**config.mk**
```make
export PLATFORM = sky130hd
export DESIGN_NAME = level_switch_ctl
export DESIGN_NICKNAME = d
export VERILOG_FILES = /design/src/lvl_pkg.sv /design/src/lvl_debounce.sv /design/src/level_switch_ctl.sv
export SDC_FILE = /design/constraint.sdc
export NUM_CORES = 1
export LEC_CHECK = 0
export ABC_AREA = 1
export ABC_CLOCK_PERIOD_IN_PS = 4000
export BUFFER_PORTS_ARGS = -buffer_cell sky130_fd_sc_hd__buf_2
export CORE_MARGIN = 2
export CORE_UTILIZATION = 50
export CTS_BUF_LIST = sky130_fd_sc_hd__clkbuf_8
export DETAILED_ROUTE_END_ITERATION = 7
export HOLD_SLACK_MARGIN = 0.1
export PLACE_DENSITY = 0.69
export RECOVER_POWER = 25
export SYNTH_ARGS = -nofsm -noshare
export SYNTH_HDL_FRONTEND = slang
export SYNTH_SLANG_ARGS = --single-unit
```
**constraint.sdc**
```tcl
create_clock -name clk -period 4 [get_ports clk]
set_input_delay 0 -clock clk [delete_from_list [all_inputs] [get_ports clk]]
set_output_delay 0 -clock clk [all_outputs]
set_load 0.01 [all_outputs]
```
**src/lvl_pkg.sv**
```systemverilog
// constants, carrier structs and state types for the level switch control block
// assumes a 50 MHz clock and a synchronous, active-low reset at power-up
//
// Notes on behaviour
// - LED blinks when output off, steady when on
// - output follows wet/dry after fixed delay
// - dry-on setting closes output while dry
// - wet-on setting closes output while wetted
// - held button at power-up enters calibration
// - main menu cycles three options with flashes
// - brief press after an option enters it
// - switchpoint screen: one dark pulse, then on
// - press stores switchpoint, resets defaults, confirms
// - hysteresis screen: two dark pulses; press enters
// - hysteresis submenu cycles three levels, default two
// - press selects level, confirms, back to menu
// - LED-mode screen: three dark pulses; press enters
// - LED mode one shows output, two wetness
// - three-wire LED shows wetness with inversion pulses
// - fault flashes fast on three-wire and safety parts, test flashes slower
// - supply polarity selects N/C or N/O
// - safety variant opens on wet or fault
// - three-wire magnet inverts output after four seconds
// - NAMUR variant: steady when high current
package lvl_pkg;
   localparam int CLK_MHZ = 50;
   localparam int TICK_US = 1000;
   localparam int TICK_CYC = TICK_US * CLK_MHZ;

   // durations in milliseconds, counted in ticks
   localparam logic [11:0] DEB_MS = 12'h014;
   localparam logic [11:0] BOOT_MS = 12'h028;
   localparam logic [11:0] HOLD_ON_MS = 12'h3e8;
   localparam logic [11:0] HOLD_OFF_MS = 12'h7d0;
   localparam logic [11:0] LONG_MS = 12'h3e8;
   localparam logic [11:0] DELAY_MS = 12'h3e8;
   localparam logic [11:0] TEST_MS = 12'hfa0;
   localparam logic [11:0] FLASH_MS = 12'h096;
   localparam logic [11:0] GAP_MS = 12'h7d0;
   localparam logic [11:0] QUICK_MS = 12'h064;
   localparam logic [11:0] BLINK_HALF_MS = 12'h1f4;
   localparam logic [11:0] FAULT_HALF_MS = 12'h047;
   localparam logic [11:0] TEST_HALF_MS = 12'h0c8;

   localparam logic [1:0] HYST_DEF = 2'h2;
   localparam logic LMODE_DEF = 1'b0;
   localparam logic [1:0] OPT_SP = 2'h0;
   localparam logic [1:0] OPT_HYST = 2'h1;
   localparam logic [1:0] OPT_LED = 2'h2;

   typedef enum logic [6:0] {
      ST_BOOT = 7'h01,
      ST_HOLD = 7'h02,
      ST_RUN = 7'h04,
      ST_MAIN = 7'h08,
      ST_OPT = 7'h10,
      ST_SUB = 7'h20,
      ST_CONF = 7'h40
   } state_t;

   typedef enum logic [1:0] {
      V_TWO_WIRE = 2'h0,
      V_DC3 = 2'h1,
      V_SAFE = 2'h2,
      V_ISAFE = 2'h3
   } var_t;

   typedef struct packed {
      logic [11:0] code;
      logic fault;
   } sense_t;

   typedef struct packed {
      logic [11:0] sp;
      logic [1:0] hyst;
      logic lmode;
      logic cal;
   } settings_t;

   typedef struct packed {
      logic [11:0] cnt;
      logic clean;
   } deb_t;

   typedef struct packed {
      logic [15:0] tdiv;
      logic tick;
      state_t state;
      logic [11:0] ms;
      logic [3:0] slot;
      logic [11:0] sms;
      logic [1:0] item;
      logic [1:0] opt;
      logic [11:0] hold;
      logic btn_q;
      settings_t cfg;
      logic wet_raw;
      logic wet_dly;
      logic [11:0] dcnt;
      logic [11:0] tcnt;
      logic test_on;
      logic [11:0] bcnt;
      logic blink;
      logic out;
      logic led;
   } ctl_t;
endpackage

```
**src/lvl_debounce.sv**
```systemverilog
// settle filter for a slow mechanical or magnetic input
// assumes raw is already synchronous and tick is a one-cycle millisecond pulse
`timescale 1ns/100ps
module lvl_debounce #(
   parameter logic [11:0] SETTLE = lvl_pkg::DEB_MS
) (
   input wire logic clk, // system clock
   input wire logic rst_n, // synchronous reset, active low
   input wire logic tick, // millisecond pulse
   input wire logic raw, // unfiltered input
   output logic clean // filtered level
);
   lvl_pkg::deb_t st;
   lvl_pkg::deb_t nxt;

   always_comb begin
      nxt = st;
      // any bounce back to the old level restarts the settle count
      if (raw == st.clean) begin
         nxt.cnt = '0;
      end else if (tick) begin
         if (st.cnt == SETTLE - 12'h001) begin
            nxt.clean = raw;
            nxt.cnt = '0;
         end else begin
            nxt.cnt = st.cnt + 12'h001;
         end
      end
   end

   always_ff @(posedge clk) begin
      if (!rst_n) begin
         st <= '0;
      end else begin
         st <= nxt;
      end
   end

   assign clean = st.clean;
endmodule

```
**src/level_switch_ctl.sv**
```systemverilog
// switch output, status LED and calibration menu of a fork level switch
// assumes a debounced-free raw button and magnet, a sensed frequency code,
// and that power-up asserts rst_n; the menus are left only by power loss
`timescale 1ns/100ps
module level_switch_ctl #(
   parameter int TICK_CYCLES = lvl_pkg::TICK_CYC,
   parameter logic [11:0] SP_DEFAULT = 12'h800,
   parameter logic [11:0] HYST_STEP = 12'h010
) (
   input wire logic clk, // 50 MHz system clock
   input wire logic rst_n, // synchronous reset, active low
   input wire logic btn_raw, // setup button, high while pressed
   input wire logic magnet_raw, // test magnet present, high
   input wire logic nc_sel, // selector, polarity or wiring: high = N/C
   input wire lvl_pkg::var_t variant, // product variant strap
   input wire lvl_pkg::sense_t sense, // fork code and sensor fault
   output logic out_closed, // switched output, high = closed
   output logic led, // status LED, high = lit
   output lvl_pkg::settings_t settings // stored calibration settings
);
   lvl_pkg::ctl_t st;
   lvl_pkg::ctl_t nxt;
   logic btn_db;
   logic mag_db;
   logic [2:0] npul;
   logic pbase;
   logic [11:0] slen;
   logic gap;
   logic pulse;
   logic press;
   logic base;
   logic test_inv;
   logic [11:0] hp;
   logic [13:0] amt;
   logic [1:0] imax;

   lvl_debounce #(.SETTLE(lvl_pkg::DEB_MS)) u_btn (
      .clk(clk),
      .rst_n(rst_n),
      .tick(st.tick),
      .raw(btn_raw),
      .clean(btn_db)
   );

   lvl_debounce #(.SETTLE(lvl_pkg::DEB_MS)) u_mag (
      .clk(clk),
      .rst_n(rst_n),
      .tick(st.tick),
      .raw(magnet_raw),
      .clean(mag_db)
   );

   // flash pattern shape: npul pulses inverted from pbase, then a gap
   always_comb begin
      npul = 3'h1;
      pbase = 1'b0;
      imax = 2'h2;
      unique case (st.state)
         lvl_pkg::ST_MAIN: npul = {1'b0, st.item} + 3'h1;
         lvl_pkg::ST_SUB: begin
            npul = {1'b0, st.item} + 3'h1;
            if (st.opt == lvl_pkg::OPT_LED) begin
               imax = 2'h1;
            end
         end
         lvl_pkg::ST_OPT: begin
            npul = {1'b0, st.opt} + 3'h1;
            pbase = 1'b1;
         end
         lvl_pkg::ST_CONF: npul = 3'h3;
         lvl_pkg::ST_RUN: begin
            npul = st.out ? 3'h2 : 3'h1;
            pbase = st.wet_dly;
         end
         default: ;
      endcase
      // >= so a pulse count that shrinks mid-cycle still reaches the gap
      gap = st.slot >= {npul, 1'b0};
      pulse = !gap && !st.slot[0];
      if (st.state == lvl_pkg::ST_CONF) begin
         slen = lvl_pkg::QUICK_MS;
      end else if (gap) begin
         slen = lvl_pkg::GAP_MS;
      end else begin
         slen = lvl_pkg::FLASH_MS;
      end
      press = st.btn_q && !btn_db && (st.hold < lvl_pkg::LONG_MS);
   end

   // contact function per variant and the free blink period
   always_comb begin
      unique case (variant)
         lvl_pkg::V_TWO_WIRE: base = nc_sel ? !st.wet_dly : st.wet_dly;
         lvl_pkg::V_DC3: base = nc_sel ? !st.wet_dly : st.wet_dly;
         lvl_pkg::V_SAFE: base = !st.wet_dly && !sense.fault;
         lvl_pkg::V_ISAFE: base = nc_sel ? !st.wet_dly : st.wet_dly;
      endcase
      test_inv = (variant == lvl_pkg::V_DC3) && st.test_on;
      if (sense.fault && variant != lvl_pkg::V_TWO_WIRE) begin
         hp = lvl_pkg::FAULT_HALF_MS;
      end else if (test_inv) begin
         hp = lvl_pkg::TEST_HALF_MS;
      end else if (variant == lvl_pkg::V_ISAFE) begin
         hp = lvl_pkg::FAULT_HALF_MS;
      end else begin
         hp = lvl_pkg::BLINK_HALF_MS;
      end
      amt = 14'(HYST_STEP) * 14'(st.cfg.hyst);
   end

   always_comb begin
      nxt = st;
      nxt.tick = 1'b0;
      if (st.tdiv == 16'(TICK_CYCLES - 1)) begin
         nxt.tdiv = '0;
         nxt.tick = 1'b1;
      end else begin
         nxt.tdiv = st.tdiv + 16'h0001;
      end

      nxt.btn_q = btn_db;
      if (!btn_db) begin
         nxt.hold = '0;
      end else if (st.tick && st.hold != lvl_pkg::LONG_MS) begin
         nxt.hold = st.hold + 12'h001;
      end

      if (st.tick) begin
         if (st.sms >= slen - 12'h001) begin
            nxt.sms = '0;
            nxt.slot = gap ? 4'h0 : st.slot + 4'h1;
         end else begin
            nxt.sms = st.sms + 12'h001;
         end
         if (st.bcnt >= hp - 12'h001) begin
            nxt.bcnt = '0;
            nxt.blink = !st.blink;
         end else begin
            nxt.bcnt = st.bcnt + 12'h001;
         end
      end

      // switchpoint with hysteresis below it, widened by the chosen level
      if (st.wet_raw) begin
         if ({2'b00, sense.code} + amt < {2'b00, st.cfg.sp}) begin
            nxt.wet_raw = 1'b0;
         end
      end else if (sense.code >= st.cfg.sp) begin
         nxt.wet_raw = 1'b1;
      end

      if (st.tick) begin
         if (st.wet_raw == st.wet_dly) begin
            nxt.dcnt = '0;
         end else if (st.dcnt == lvl_pkg::DELAY_MS - 12'h001) begin
            nxt.wet_dly = st.wet_raw;
            nxt.dcnt = '0;
         end else begin
            nxt.dcnt = st.dcnt + 12'h001;
         end
      end

      if (!mag_db) begin
         nxt.tcnt = '0;
         nxt.test_on = 1'b0;
      end else if (st.tick && !st.test_on) begin
         if (st.tcnt == lvl_pkg::TEST_MS - 12'h001) begin
            nxt.test_on = 1'b1;
         end else begin
            nxt.tcnt = st.tcnt + 12'h001;
         end
      end

      unique case (st.state)
         lvl_pkg::ST_BOOT: begin
            // wait past the button settle time before sampling it
            if (st.tick) begin
               nxt.ms = st.ms + 12'h001;
            end
            if (st.ms == lvl_pkg::BOOT_MS) begin
               nxt.state = btn_db ? lvl_pkg::ST_HOLD : lvl_pkg::ST_RUN;
               nxt.ms = '0;
            end
         end
         lvl_pkg::ST_HOLD: begin
            if (st.tick && st.ms < lvl_pkg::HOLD_OFF_MS) begin
               nxt.ms = st.ms + 12'h001;
            end
            if (!btn_db) begin
               // release before the LED went out aborts to normal running
               nxt.state = (st.ms >= lvl_pkg::HOLD_OFF_MS) ? lvl_pkg::ST_MAIN
                                                            : lvl_pkg::ST_RUN;
               nxt.item = '0;
            end
         end
         lvl_pkg::ST_RUN: ;
         lvl_pkg::ST_MAIN: begin
            if (press && gap) begin
               nxt.state = lvl_pkg::ST_OPT;
               nxt.opt = st.item;
            end else if (st.tick && gap && st.sms >= slen - 12'h001) begin
               nxt.item = (st.item == imax) ? 2'h0 : st.item + 2'h1;
            end
         end
         lvl_pkg::ST_OPT: begin
            if (press) begin
               if (st.opt == lvl_pkg::OPT_SP) begin
                  nxt.cfg.sp = sense.code;
                  nxt.cfg.hyst = lvl_pkg::HYST_DEF;
                  nxt.cfg.lmode = lvl_pkg::LMODE_DEF;
                  nxt.state = lvl_pkg::ST_CONF;
               end else begin
                  nxt.state = lvl_pkg::ST_SUB;
                  nxt.item = '0;
               end
            end
         end
         lvl_pkg::ST_SUB: begin
            if (press && gap) begin
               if (st.opt == lvl_pkg::OPT_HYST) begin
                  nxt.cfg.hyst = st.item + 2'h1;
               end else begin
                  nxt.cfg.lmode = st.item[0];
               end
               nxt.state = lvl_pkg::ST_CONF;
            end else if (st.tick && gap && st.sms >= slen - 12'h001) begin
               nxt.item = (st.item == imax) ? 2'h0 : st.item + 2'h1;
            end
         end
         lvl_pkg::ST_CONF: begin
            if (st.tick && gap && st.sms >= slen - 12'h001) begin
               nxt.state = lvl_pkg::ST_MAIN;
               nxt.item = '0;
            end
         end
         default: nxt.state = lvl_pkg::ST_BOOT;
      endcase
      if (nxt.state != st.state) begin
         nxt.slot = '0;
         nxt.sms = '0;
      end
      nxt.cfg.cal = !(nxt.state inside {lvl_pkg::ST_BOOT, lvl_pkg::ST_RUN});

      // output stays open while the menus are active
      nxt.out = (st.state == lvl_pkg::ST_RUN) ? (base ^ test_inv) : 1'b0;

      nxt.led = 1'b0;
      unique case (st.state)
         lvl_pkg::ST_HOLD: begin
            nxt.led = (st.ms >= lvl_pkg::HOLD_ON_MS) && (st.ms < lvl_pkg::HOLD_OFF_MS);
         end
         lvl_pkg::ST_RUN: begin
            unique case (variant)
               lvl_pkg::V_TWO_WIRE: begin
                  nxt.led = (st.cfg.lmode ? st.wet_dly : st.out) | st.blink;
               end
               lvl_pkg::V_DC3, lvl_pkg::V_SAFE: begin
                  if (sense.fault || test_inv) begin
                     nxt.led = st.blink;
                  end else begin
                     nxt.led = pbase ^ pulse;
                  end
               end
               lvl_pkg::V_ISAFE: nxt.led = st.out | st.blink;
            endcase
         end
         lvl_pkg::ST_MAIN, lvl_pkg::ST_OPT, lvl_pkg::ST_SUB, lvl_pkg::ST_CONF: begin
            nxt.led = pbase ^ pulse;
         end
         default: ;
      endcase
   end

   always_ff @(posedge clk) begin
      if (!rst_n) begin
         st <= '0;
         st.state <= lvl_pkg::ST_BOOT;
         st.cfg.sp <= SP_DEFAULT;
         st.cfg.hyst <= lvl_pkg::HYST_DEF;
         st.cfg.lmode <= lvl_pkg::LMODE_DEF;
      end else begin
         st <= nxt;
      end
   end

   assign out_closed = st.out;
   assign led = st.led;
   assign settings = st.cfg;
endmodule

```
* Word level (Yosys, flattened, before mapping)
Index checks and enable logic that the tools add are counted.
** Storage, ports and cells
- Register bits :: 153
- Latch bits :: 0
- RAM bits :: 0
- Memory bits (read-only) :: 0
- Input bits :: 20
- Output and inout bits :: 18
- Logic and storage cells :: 206
- Memories :: 0
** Operators by class
- $add $sub $neg :: 16
- $mul :: 0
- Divide/modulo/power cells :: 0
- Order comparisons :: 9
- Eq/ne operators :: 38
- Shift operators :: 0
- Mux-type cells :: 54
- Bitwise operators :: 9
- Reduce and logical (&&, ||, !) cells :: 53
** Operators by type and width (count)
- $add 12x1->12 const B :: 8
- $mux 12 :: 8
- $pmux 7 s7 :: 1
- $mux 7 :: 6
- $ge 12x12->1 :: 3
- $mux 9 :: 3
- $eq 12x5->1 const B :: 2
- $pmux 12 s2 :: 1
- $sub 12x1->12 const B :: 2
- $mux 11 :: 2
- $mux 2 :: 11
- $mux 19 :: 1
- $ne 2x2->1 const B :: 9
- $add 16x1->16 const B :: 1
- $eq 16x16->1 const B :: 1
- $reduce_and 2->1 :: 8
- $reduce_and 3->1 :: 5
- $eq 7x1->1 const B :: 2
- $eq 7x3->1 const B :: 2
- $add 12x6->13 :: 1
- $logic_and 1x1->1 :: 13
- $lt 13x12->1 :: 1
- $eq 12x10->1 const B :: 1
- $eq 12x12->1 const B :: 1
- 43 further kinds :: 86

* Longest topological paths before layout
Gate-level depths: netlist of the first run.
- Depth in word-level cells :: 14
- Mapped depth :: 31
- Mapped depth without buffers :: 30

* Hierarchy
Synthesis of the first run repeated with hierarchy kept, for this count alone.
** Unflattened totals
- Cell total of the unflattened synthesis :: 1321
- Area, all modules :: 9240.1 um2
** By module, submodules not included
- level_switch_ctl :: times used 1, cells an instance 1095, area an instance 7766.2 um2, sequential area each 2542.4 um2
- lvl_debounce :: times used 2, cells an instance 113, area an instance 737.0 um2, sequential area each 260.2 um2

* Worst setup path before layout of the first run
Ideal clock, no wire load.
- Kind :: reg-to-reg
- Start point :: register st[104] in the netlist's numbering
- End point :: register st[87] in the netlist's numbering
- Setup time :: 0.124 ns
- Arrival :: 3.688 ns
- Required time :: 3.876 ns
- Slack :: 0.188 ns
- Cell stages (with the launch flop) :: 30
- Buffers on the path :: 1
- Path through :: dfxtp_1 nor2_4 nand2_4 nor2_4 nand2_1 o21ai_0 ha_1 a221oi_1 ha_1 nand2_1 nor2_1 nor2_1 nand2_1 nor2_1 inv_1 ha_1 nand4_1 nor2_1 nand2_1 nand3_1 nand2_1 inv_1 nor2_4 nor2_2 nand2_1 nand2_2 nor2_4 nand3_4 buf_12 nor2_4
** Between the ends
- Longest elaborated chain between the ends :: 13
** RTL lines
- start: declaration :: line level_switch_ctl.sv:21 : lvl_pkg::ctl_t st;
- start signal: assignment :: line level_switch_ctl.sv:282 : st <= nxt;
- $eq 7x4->1 / $eq 7x6->1 (equally long branches) :: line level_switch_ctl.sv:58, level_switch_ctl.sv:174
- $reduce_or 2->1 (no line)
- $pmux 3 s4 :: line level_switch_ctl.sv:58 : unique case (st.state)
- $ge 4x4->1 :: line level_switch_ctl.sv:78 : gap = st.slot >= {npul, 1'b0};
- $mux 11 :: line level_switch_ctl.sv:82 : end else if (gap) begin
- $mux 11 :: line level_switch_ctl.sv:80 : if (st.state == lvl_pkg::ST_CONF) begin
- $sub 12x1->12 :: line level_switch_ctl.sv:129, level_switch_ctl.sv:231
- $ge 12x12->1 :: line level_switch_ctl.sv:129, level_switch_ctl.sv:231
- $logic_and 1x1->1 :: line level_switch_ctl.sv:231 : if (st.tick && gap && st.sms >= slen - 12'h001) begin
- $mux 7 :: line level_switch_ctl.sv:231
- $pmux 7 s7 :: line level_switch_ctl.sv:174 : unique case (st.state)
- $ne 7x7->1 :: line level_switch_ctl.sv:238 : if (nxt.state != st.state) begin
- $reduce_or 2->1 (no line)
Several ways; a longest one is shown, not always the timed one.
A chain may end at the register's enable or synchronous reset.

* Final worst setup path of the first run
- Start point :: register st[103] in the netlist's numbering
- End point :: register st[90] in the netlist's numbering
Same word-level chain as after synthesis.

==> impl_metrics.tcl, run 1 <==
set metrics [dict create \
    fin_total_pwr_uw 2780 \
    critical_path.n_buffers_inverters 2 \
    worst_setup_path_start_kind "flip-flop" \
    cts.root.buffer_cell "sky130_fd_sc_hd__clkbuf_8" \
    final_cycle_share 0.974 \
    io_pins 38 \
    cts_inserted_buffers 17 \
    cpLargestDelayFamily "simple AND/OR/NAND/NOR gates" \
    cts_tree "yes" \
    grtUsageMet2 0.328 \
    grt.met3_usage 0.0382 \
    netlist_area_um2 9160 \
    final.min_clock_period_ns 3.90 \
    detailroute.via_count 8093 \
    timing.max_cap.violations 0 \
    arrival_ns 4.29 \
    clock_skew_ns 0.0111 \
    max_slew_vio_count 0 \
    netlist_instances 1268 \
    async_reset_ff_frac 0 \
    cellPowerDensity_nw_per_um2 272 \
    detailed_place_hpwl_um 14300 \
    max_freq_ghz 0.257 \
    status "finished, final reports clean" \
    synthesis.yosys.warnings 0 \
    port-buffer-count 37 \
    floorplan.initialDensity 0.510 \
    worst_setup_path_end_kind "flip-flop" \
    grt.total_usage 0.200 \
    biggest_fanout_along_the_worst_timing_path 8 \
    crit_path_frequent_cell "sky130_fd_sc_hd__nor2_4" \
    routed_wire_length_per_instance_um 12.4 \
    critPathRequiredTime_ns 4.39 \
    gr-max-usage-layer "met2" \
    clock_sink_count 153 \
    drtPass1Iterations 4 \
    grt_pass1_vias 7283 \
    global_route_wire_length_before_repair_um 33000 \
    fin_ws_ns 0.104 \
    die_height_um 139 \
    post-place-ws_ns -0.0440 \
    static_leak_uw 0.00409 \
    critical-path-slowest-cell "sky130_fd_sc_hd__dfxtp_4" \
    hp-class "primary input to flip-flop" \
    layout_common_cells "220 x sky130_fd_sc_hd__nand2_1, 171 x sky130_fd_sc_hd__inv_1, 152 x sky130_fd_sc_hd__dfxtp_1" \
    detail_route.wirelength_um 19400 \
    synth_register_bits 153 \
    cts_htree_levels 4 \
    grt_start_max_net_pins 26 \
    die_area_um2 19400 \
    slowest_cell_delay_on_critical_path_ns 0.36 \
    syn2layout_area_growth_pct 11.7 \
    seq_total_area_yosys 0.335 \
    design.final.nets 1413 \
    layout-drive-gt1-share 0.123 \
    synth-edff-count 0 \
    detail_route.iter0.violations 318 \
    vias_per_cell 5.15 \
    drt_drc_violations_left 0 \
    ir_drop_v 0.000320 \
    syn_nets 1352 \
    antennaDiodeCount 0 \
    grt_setup_unrepaired "true" \
    max-clock-path-buffers 2 \
    final_count_of_hold_timing_violations 0 \
    clock_insertion_delay_at_the_later_pin_of_the_skew_report_ns 0.46 \
    ys_dominant_reg_cell "sky130_fd_sc_hd__dfxtp_1" \
    gp_routability_congestion 0.863 \
    yosys.area.top_type "sky130_fd_sc_hd__dfxtp_1" \
    worstMarginPinSlew_ns 1.43 \
    synth.area.top_cells "sky130_fd_sc_hd__dfxtp_1 33%, sky130_fd_sc_hd__nand2_1 9.4%, sky130_fd_sc_hd__ha_1 8.6%, sky130_fd_sc_hd__inv_1 7.1%, sky130_fd_sc_hd__a21oi_1 5.1%" \
    number_of_antenna_violations_at_the_first_check_in_global_routing 0 \
    commonest_non_fill_non_tap_cell_in_the_layout "sky130_fd_sc_hd__nand2_1" \
    gr-total-overflow 0 \
    groute.layer.met1.usage 0.271 \
    floorplan.die.width_um 139 \
    synthDominantCellAreaShare 0.335 \
    setup_viol 0 \
    clk_pin_slew_worst_paths_ns 0.09 \
    slew_margin_rel 0.0495 \
    path_class "flip-flop to flip-flop" \
    worst-r2r-setup-slack_ns 0.10 \
    synth_cell_type_count 57 \
    average_cell_area_after_synthesis_um2 7.22 \
    number_of_rows_created_at_floorplan 49 \
    coreArea_um2 18000 \
    route.antenna.remaining_nets 0 \
]
[cell usage after synthesis, drive strengths merged (2+ instances only)]
library cell	count
a31oi	5
ha	63
and3	3
nand3b	4
a211oi	8
buf	23
dfxtp	153
nand4	25
o21bai	6
o2111ai	4
o21a	9
nand3	81
nand2	238
or2	13
xnor2	12
conb	2
a21oi	95
o211ai	5
o31ai	3
xor2	28
o21ai	49
inv	184
nor4	13
nor3b	9
clkbuf	9
a221oi	4
nor3	61
a21boi	2
nor2	148
[tightest hold or removal path, delay by kind of cell]
family	cells	cell delay, ns
xor+xnor	1	0.15
simple gates	2	0.24
buf+inv	1	0.09
compound gates	1	0.09
[metrics by stage]
stage,hold slack (ns),util,TNS [ns],instance area (um2),instances
final,0.141,0.569,0,10200,1571
after floorplan,0.167,-,0,9160,1268
after global placement,0.295,0.531,0,9540,1517
after CTS,0.105,0.561,0,10100,1565
after detailed placement,0.309,0.531,-0.319,9540,1517
after global routing,0.192,0.569,-2.72,10200,1571
[layout make-up]
class,count,area [um2]
flip-flops and latches,153,3070
clock inverters,13,109
inverters,185,702
repair buffers,75,514
fillers,1718,7730
clock buffers,19,262
well taps,229,287
multi-input cells,897,5290
[flip-flops by register name, summed over array words and instances, names as in the netlist]
name         flops
st             109
settings        16
u_btn.st        12
u_mag.st        12
led              1
out_closed       1
u_btn.clean      1
u_mag.clean      1
[cell families (layout without fill, tap and decap cells)]
group,Yosys count,after routing,share of synthesized area
xor gates and xnor gates,40,40,0.0383
buffers and inverters,218,292,0.100
adders and majority gates,64,64,0.0883
AOI/OAI and AO/OA,195,195,0.125
and+or+nand+nor,596,596,0.313
other,2,2,0.000820
DFF,153,153,0.335
[where the power goes]
group	internal [uW]	switching (uW)	total [uW]
Clock	478	631	1110
Combinational	58.7	82.5	141
Sequential	1520	3.44	1530
Total	2060	717	2780
[final timing paths]
check | start | endpoint | cells past startpoint
worst min register to register | st[14] | st[14] | 2
worst max register to register | st[103] | st[90] | 28
worst min-delay path | nc_sel | out_closed | 5
worst max-delay path | st[103] | st[90] | 28
[routing by layer]
| metal | vias to the layer above | part of all wire |
|---|---|---|
| li1 | 4295 | - |
| met5 | - | 0 |
| met2 | 89 | 0.47 |
| met1 | 3691 | 0.49 |
| met4 | 0 | 0.011 |
| met3 | 18 | 0.031 |
[what timing repair did]
action	in CTS	in global routing
buffers inserted	0	5
hold endpoints to repair	31	0
hold buffers	16	0
pin swaps	0	13
cloned	0	1
setup endpoints to repair	16	18
resized for setup	2	38
No activity file was read; power rests on OpenSTA's default activity.
==> inputs of run 2 (changes only) <==
--- a/config.mk
+++ b/config.mk
@@ -8,6 +8,7 @@
 export ABC_AREA = 1
 export ABC_CLOCK_PERIOD_IN_PS = 4000
 export BUFFER_PORTS_ARGS = -buffer_cell sky130_fd_sc_hd__buf_2
+export CORE_ASPECT_RATIO = 1.25
 export CORE_MARGIN = 2
 export CORE_UTILIZATION = 50
 export CTS_BUF_LIST = sky130_fd_sc_hd__clkbuf_8
==> impl_metrics.tcl, run 2 (synthesis results as in run 1) <==
set metrics [dict create \
    status "finished, final reports clean" \
    grt_start_max_net_pins 26 \
    final_cycle_share 0.980 \
    crit_path_frequent_cell "sky130_fd_sc_hd__nor2_4" \
    number_of_antenna_violations_at_the_first_check_in_global_routing 0 \
    commonest_non_fill_non_tap_cell_in_the_layout "sky130_fd_sc_hd__nand2_1" \
    grt.total_usage 0.211 \
    clock_insertion_delay_at_the_later_pin_of_the_skew_report_ns 0.47 \
    internal-power_uw 2170 \
    critPathRequiredTime_ns 4.41 \
    design.final.nets 1411 \
    power.share.clock 0.429 \
    dpl.cell_count 1514 \
    number_of_rows_created_at_floorplan 55 \
    cts_tree "yes" \
    cts.root.buffer_cell "sky130_fd_sc_hd__clkbuf_8" \
    setup_total_negative_slack_ns 0 \
    floorplan.die.width_um 125 \
    clock_skew_ns 0.0109 \
    max_slew_vio_count 0 \
    gr-total-overflow 0 \
    worst_setup_path_start_kind "flip-flop" \
    grt_pass1_vias 7888 \
    vias_per_cell 5.23 \
    slowest_cell_delay_on_critical_path_ns 0.35 \
    detailed_place_hpwl_um 14400 \
    largest_register_ff_count 109 \
    path_class "flip-flop to flip-flop" \
    syn2layout_area_growth_pct 11.3 \
    worst_setup_path_end_kind "flip-flop" \
    layout-drive-gt1-share 0.113 \
    switching_part_of_the_total_power 0.260 \
    cts_htree_levels 4 \
    timing.max_cap.violations 0 \
    worst_hold_slack_ns 0.195 \
    biggest_fanout_along_the_worst_timing_path 8 \
    layout_common_cells "225 x sky130_fd_sc_hd__nand2_1, 172 x sky130_fd_sc_hd__inv_1, 152 x sky130_fd_sc_hd__dfxtp_1" \
    max-clock-path-buffers 2 \
    routed_wire_length_per_instance_um 12.6 \
    detail_route.iter0.violations 356 \
    drt_drc_violations_left 0 \
    critical-path-slowest-cell "sky130_fd_sc_hd__dfxtp_2" \
    worstMarginPinSlew_ns 1.45 \
    p_sw_uw 760 \
    detailroute.via_count 8193 \
    stdcell_count 1568 \
    route.antenna.remaining_nets 0 \
    final.min_clock_period_ns 3.92 \
    clock_sink_count 153 \
    global_route_wire_length_before_repair_um 34400 \
    io_pins 38 \
    clk_pin_slew_worst_paths_ns 0.09 \
    setup_viol 0 \
    final_count_of_hold_timing_violations 0 \
    antennaDiodeCount 0 \
    cts_inserted_buffers 17 \
    static_leak_uw 0.00410 \
    die_area_um2 19400 \
    drtPass1Iterations 5 \
    ir_drop_v 0.000237 \
    cellPowerDensity_nw_per_um2 287 \
    die_height_um 155 \
    fin_total_pwr_uw 2920 \
    arrival_ns 4.33 \
    max_freq_ghz 0.255 \
    port-buffer-count 37 \
    gp_routability_congestion 0.878 \
    post-place-ws_ns -0.106 \
    floorplan.initialDensity 0.508 \
    fin_ws_ns 0.0804 \
    detail_route.wirelength_um 19800 \
    hp-class "primary input to flip-flop" \
    comb_power_share 0.049 \
    largest_register "st" \
    slew_margin_rel 0.0321 \
    coreArea_um2 18000 \
    grt_setup_unrepaired "true" \
    power.share.sequential 0.522 \
]
-- run 2: changes by cell type in the layout (fill, tap and decap cells not counted), moves of 2 or more --
cell and change:
sky130_fd_sc_hd__nand2_1 +5, sky130_fd_sc_hd__nand2_2 -3, sky130_fd_sc_hd__inv_6 -2, sky130_fd_sc_hd__ha_1 +2
sky130_fd_sc_hd__ha_4 -2, sky130_fd_sc_hd__nand2_4 -2, sky130_fd_sc_hd__nor2_2 -4, sky130_fd_sc_hd__nor2_1 +5
sky130_fd_sc_hd__bufinv_16 +2, sky130_fd_sc_hd__clkbuf_8 -2, sky130_fd_sc_hd__clkinv_8 +2
-- run 2: layout make-up --
| class | instances | area (um2) |
|---|---|---|
| Clock buffer | 17 | 234 |
| Timing Repair Buffer | 73 | 499 |
| Fill cell | 1724 | 7840 |
| Clock inverter | 15 | 190 |
| Inverter | 185 | 699 |
| Tap cell | 228 | 285 |
| Sequential cell | 153 | 3060 |
| Multi-Input combinational cell | 897 | 5220 |
-- run 2: repair_timing --
action,in CTS,in global routing
hold buffers,16,0
resized for setup,6,9
endpoints found under the hold margin,32,0
setup buffers,0,5
pin swaps,0,16
endpoints found under the setup margin,18,18
gates cloned,0,1
-- run 2: final timing paths --
check        cells past startpoint  slack, ns    start    endpoint
max                             28       0.08  st[103]      st[81]
min                              5       0.19   nc_sel  out_closed
max reg2reg                     28       0.08  st[103]      st[81]
min reg2reg                      2       0.45   st[14]      st[14]
-- run 2: per-stage QoR --
step | area, um2 | util
after global routing | 10200 | 0.565
final | 10200 | 0.565
after floorplan | 9160 | -
after global placement | 9530 | 0.528
after detailed placement | 9530 | 0.528
after CTS | 10100 | 0.562
-- run 2: worst max-delay path: cells and delay by family (launching register included) --
kind / cells / cell delay [ns]
simple gates: 21 / 2.11
buf+inv: 2 / 0.28
compound gates: 2 / 0.32
flops: 1 / 0.35
fa+ha+maj: 3 / 0.81
-- run 2: power groups by stage --
stage	Sequential (uW)	Combinational, uW	Clock, uW
6_report	1530	143	1250
5_1_grt	1530	164	1360
4_1_cts	1530	141	1300
3_5_place_dp	1560	127	0
3_3_place_gp	1560	125	0
2_1_floorplan	1560	87.9	0
-- run 2: layer usage --
layer  track usage  part of all wire  vias to the layer above
met5             0                 0                        -
met4        0.0767             0.019                        0
met3        0.0334             0.024                       29
met2         0.383              0.51                       89
met1         0.250              0.45                     3786
li1              -                 -                     4289
==> inputs of run 3 (changes only) <==
--- a/config.mk
+++ b/config.mk
@@ -16,6 +16,7 @@
 export HOLD_SLACK_MARGIN = 0.1
 export PLACE_DENSITY = 0.69
 export RECOVER_POWER = 25
+export REMOVE_ABC_BUFFERS = 1
 export SYNTH_ARGS = -nofsm -noshare
 export SYNTH_HDL_FRONTEND = slang
 export SYNTH_SLANG_ARGS = --single-unit
==> impl_metrics.tcl, run 3 (synthesis results as in run 1) <==
set metrics [dict create \
    fin_ws_ns 0.0246 \
    clock_insertion_delay_at_the_later_pin_of_the_skew_report_ns 0.46 \
    path_class "flip-flop to flip-flop" \
    design.final.nets 1420 \
    slew_margin_rel 0.486 \
    detailroute.via_count 8188 \
    grtUsageMet2 0.355 \
    grt_start_max_net_pins 33 \
    commonest_non_fill_non_tap_cell_in_the_layout "sky130_fd_sc_hd__nand2_1" \
    gp_routability_congestion 0.886 \
    cellPowerDensity_nw_per_um2 272 \
    post-place-ws_ns -0.0220 \
    gr-max-usage-layer "met2" \
    die_height_um 155 \
    crit_path_start "st[103]" \
    clock_sink_count 153 \
    vias_per_cell 5.19 \
    clock_skew_ns 0.0137 \
    final.fill_count 1690 \
    drt_drc_violations_left 0 \
    detail_route.wirelength_um 19500 \
    worst_setup_path_end_kind "flip-flop" \
    final_count_of_hold_timing_violations 0 \
    worstMarginPinSlew_ns 0.770 \
    cpLargestDelayFamily "simple AND/OR/NAND/NOR gates" \
    number_of_antenna_violations_at_the_first_check_in_global_routing 0 \
    slowest_cell_delay_on_critical_path_ns 0.36 \
    max_freq_ghz 0.252 \
    grt_pass1_vias 7552 \
    largest_register_ff_count 109 \
    floorplan.die.width_um 125 \
    critPathRequiredTime_ns 4.40 \
    route.antenna.remaining_nets 0 \
    ir_drop_v 0.000233 \
    clk_pin_slew_worst_paths_ns 0.09 \
    groute.layer.met1.usage 0.244 \
    gr-total-overflow 0 \
    syn2layout_area_growth_pct 12.4 \
    max_slew_vio_count 0 \
    layout-drive-gt1-share 0.127 \
    cts_inserted_buffers 17 \
    timing.max_cap.violations 0 \
    min-delay-start "rst_n" \
    cts_tree "yes" \
    detail_route.iter0.violations 373 \
    final.min_clock_period_ns 3.98 \
    number_of_rows_created_at_floorplan 55 \
    grt.total_usage 0.201 \
    critical_path.n_buffers_inverters 3 \
    drtPass1Iterations 5 \
    floorplan.initialDensity 0.508 \
    io_pins 38 \
    die_area_um2 19400 \
    routed_wire_length_per_instance_um 12.4 \
    biggest_fanout_along_the_worst_timing_path 8 \
    setup_viol 0 \
    cts.root.buffer_cell "sky130_fd_sc_hd__clkbuf_8" \
    worst_setup_path_start_kind "flip-flop" \
    grt.met3_usage 0.0375 \
    global_route_wire_length_before_repair_um 33100 \
    max-clock-path-buffers 2 \
    largest_register "st" \
    layout_common_cells "222 x sky130_fd_sc_hd__nand2_1, 172 x sky130_fd_sc_hd__inv_1, 149 x sky130_fd_sc_hd__dfxtp_1" \
    fin_total_pwr_uw 2800 \
    static_leak_uw 0.00414 \
    critical-path-slowest-cell "sky130_fd_sc_hd__dfxtp_4" \
    arrival_ns 4.38 \
    coreArea_um2 18000 \
    final_cycle_share 0.994 \
    cts_htree_levels 4 \
    rr_startpoint "st[103]" \
    status "finished, final reports clean" \
    detailed_place_hpwl_um 14100 \
    hp-class "primary input to flip-flop" \
    crit_path_frequent_cell "sky130_fd_sc_hd__nor2_4" \
    grt_setup_unrepaired "true" \
    port-buffer-count 37 \
    antennaDiodeCount 0 \
]
==> run 3: worst reg2reg max path, delay by kind of cell (launching register included) <==
kind,cells,cell delay (ns)
AO/OA/AOI/OAI,3,0.38
adder cells (fa/ha/maj),3,0.72
buffers and inverters,3,0.41
flip-flops,1,0.36
AND/OR/NAND/NOR,20,2.03
==> run 3: power by group <==
group          total (uW)  internal (uW)  switching [uW]
Clock                1130            529             604
Sequential           1530           1520            3.02
Combinational         139           57.7            81.7
Total                2800           2110             688
==> run 3: area by class of cell <==
| type | count | area [um2] | area share |
|---|---|---|---|
| tap | 228 | 285 | 0.0277 |
| clock buffer | 19 | 262 | 0.0254 |
| timing repair buffer | 82 | 578 | 0.0562 |
| inverter | 185 | 702 | 0.0682 |
| clock inverter | 13 | 120 | 0.0117 |
| sequential | 153 | 3070 | 0.298 |
| multi-input combinational | 897 | 5280 | 0.513 |
==> run 3: through the flow <==
stage / hold WS, ns / instances / cell area, um2 / util / TNS, ns
6_report: 0.122 / 1577 / 10300 / 0.571 / 0
5_1_grt: 0.140 / 1577 / 10300 / 0.571 / -2.76
4_1_cts: 0.114 / 1565 / 10100 / 0.561 / 0
3_5_place_dp: 0.290 / 1514 / 9530 / 0.528 / -0.0523
3_3_place_gp: 0.279 / 1514 / 9530 / 0.528 / 0
2_1_floorplan: 0.0976 / 1235 / 8940 / - / 0
==> run 3: final timing paths <==
path              depth (start not counted)      end  slack (ns)
setup / recovery                         29   st[83]        0.02
hold / removal                            3  st[105]        0.12
setup reg to reg                         29   st[83]        0.02
hold reg to reg                           2   st[14]        0.45
==> run 3: repair_timing <==
action,4_1_cts,5_1_grt
pin swaps,9,31
gates resized for setup,6,35
buffers inserted,3,13
hold buffers,15,0
cloned,1,0
setup endpoints to repair,16,18
hold endpoints to repair,21,0
==> run 3: routing by layer <==
layer	wire, um	vias to the layer above
met3	600	34
met5	0	-
met2	9500	123
met1	8980	3714
li1	-	4317
met4	437	0
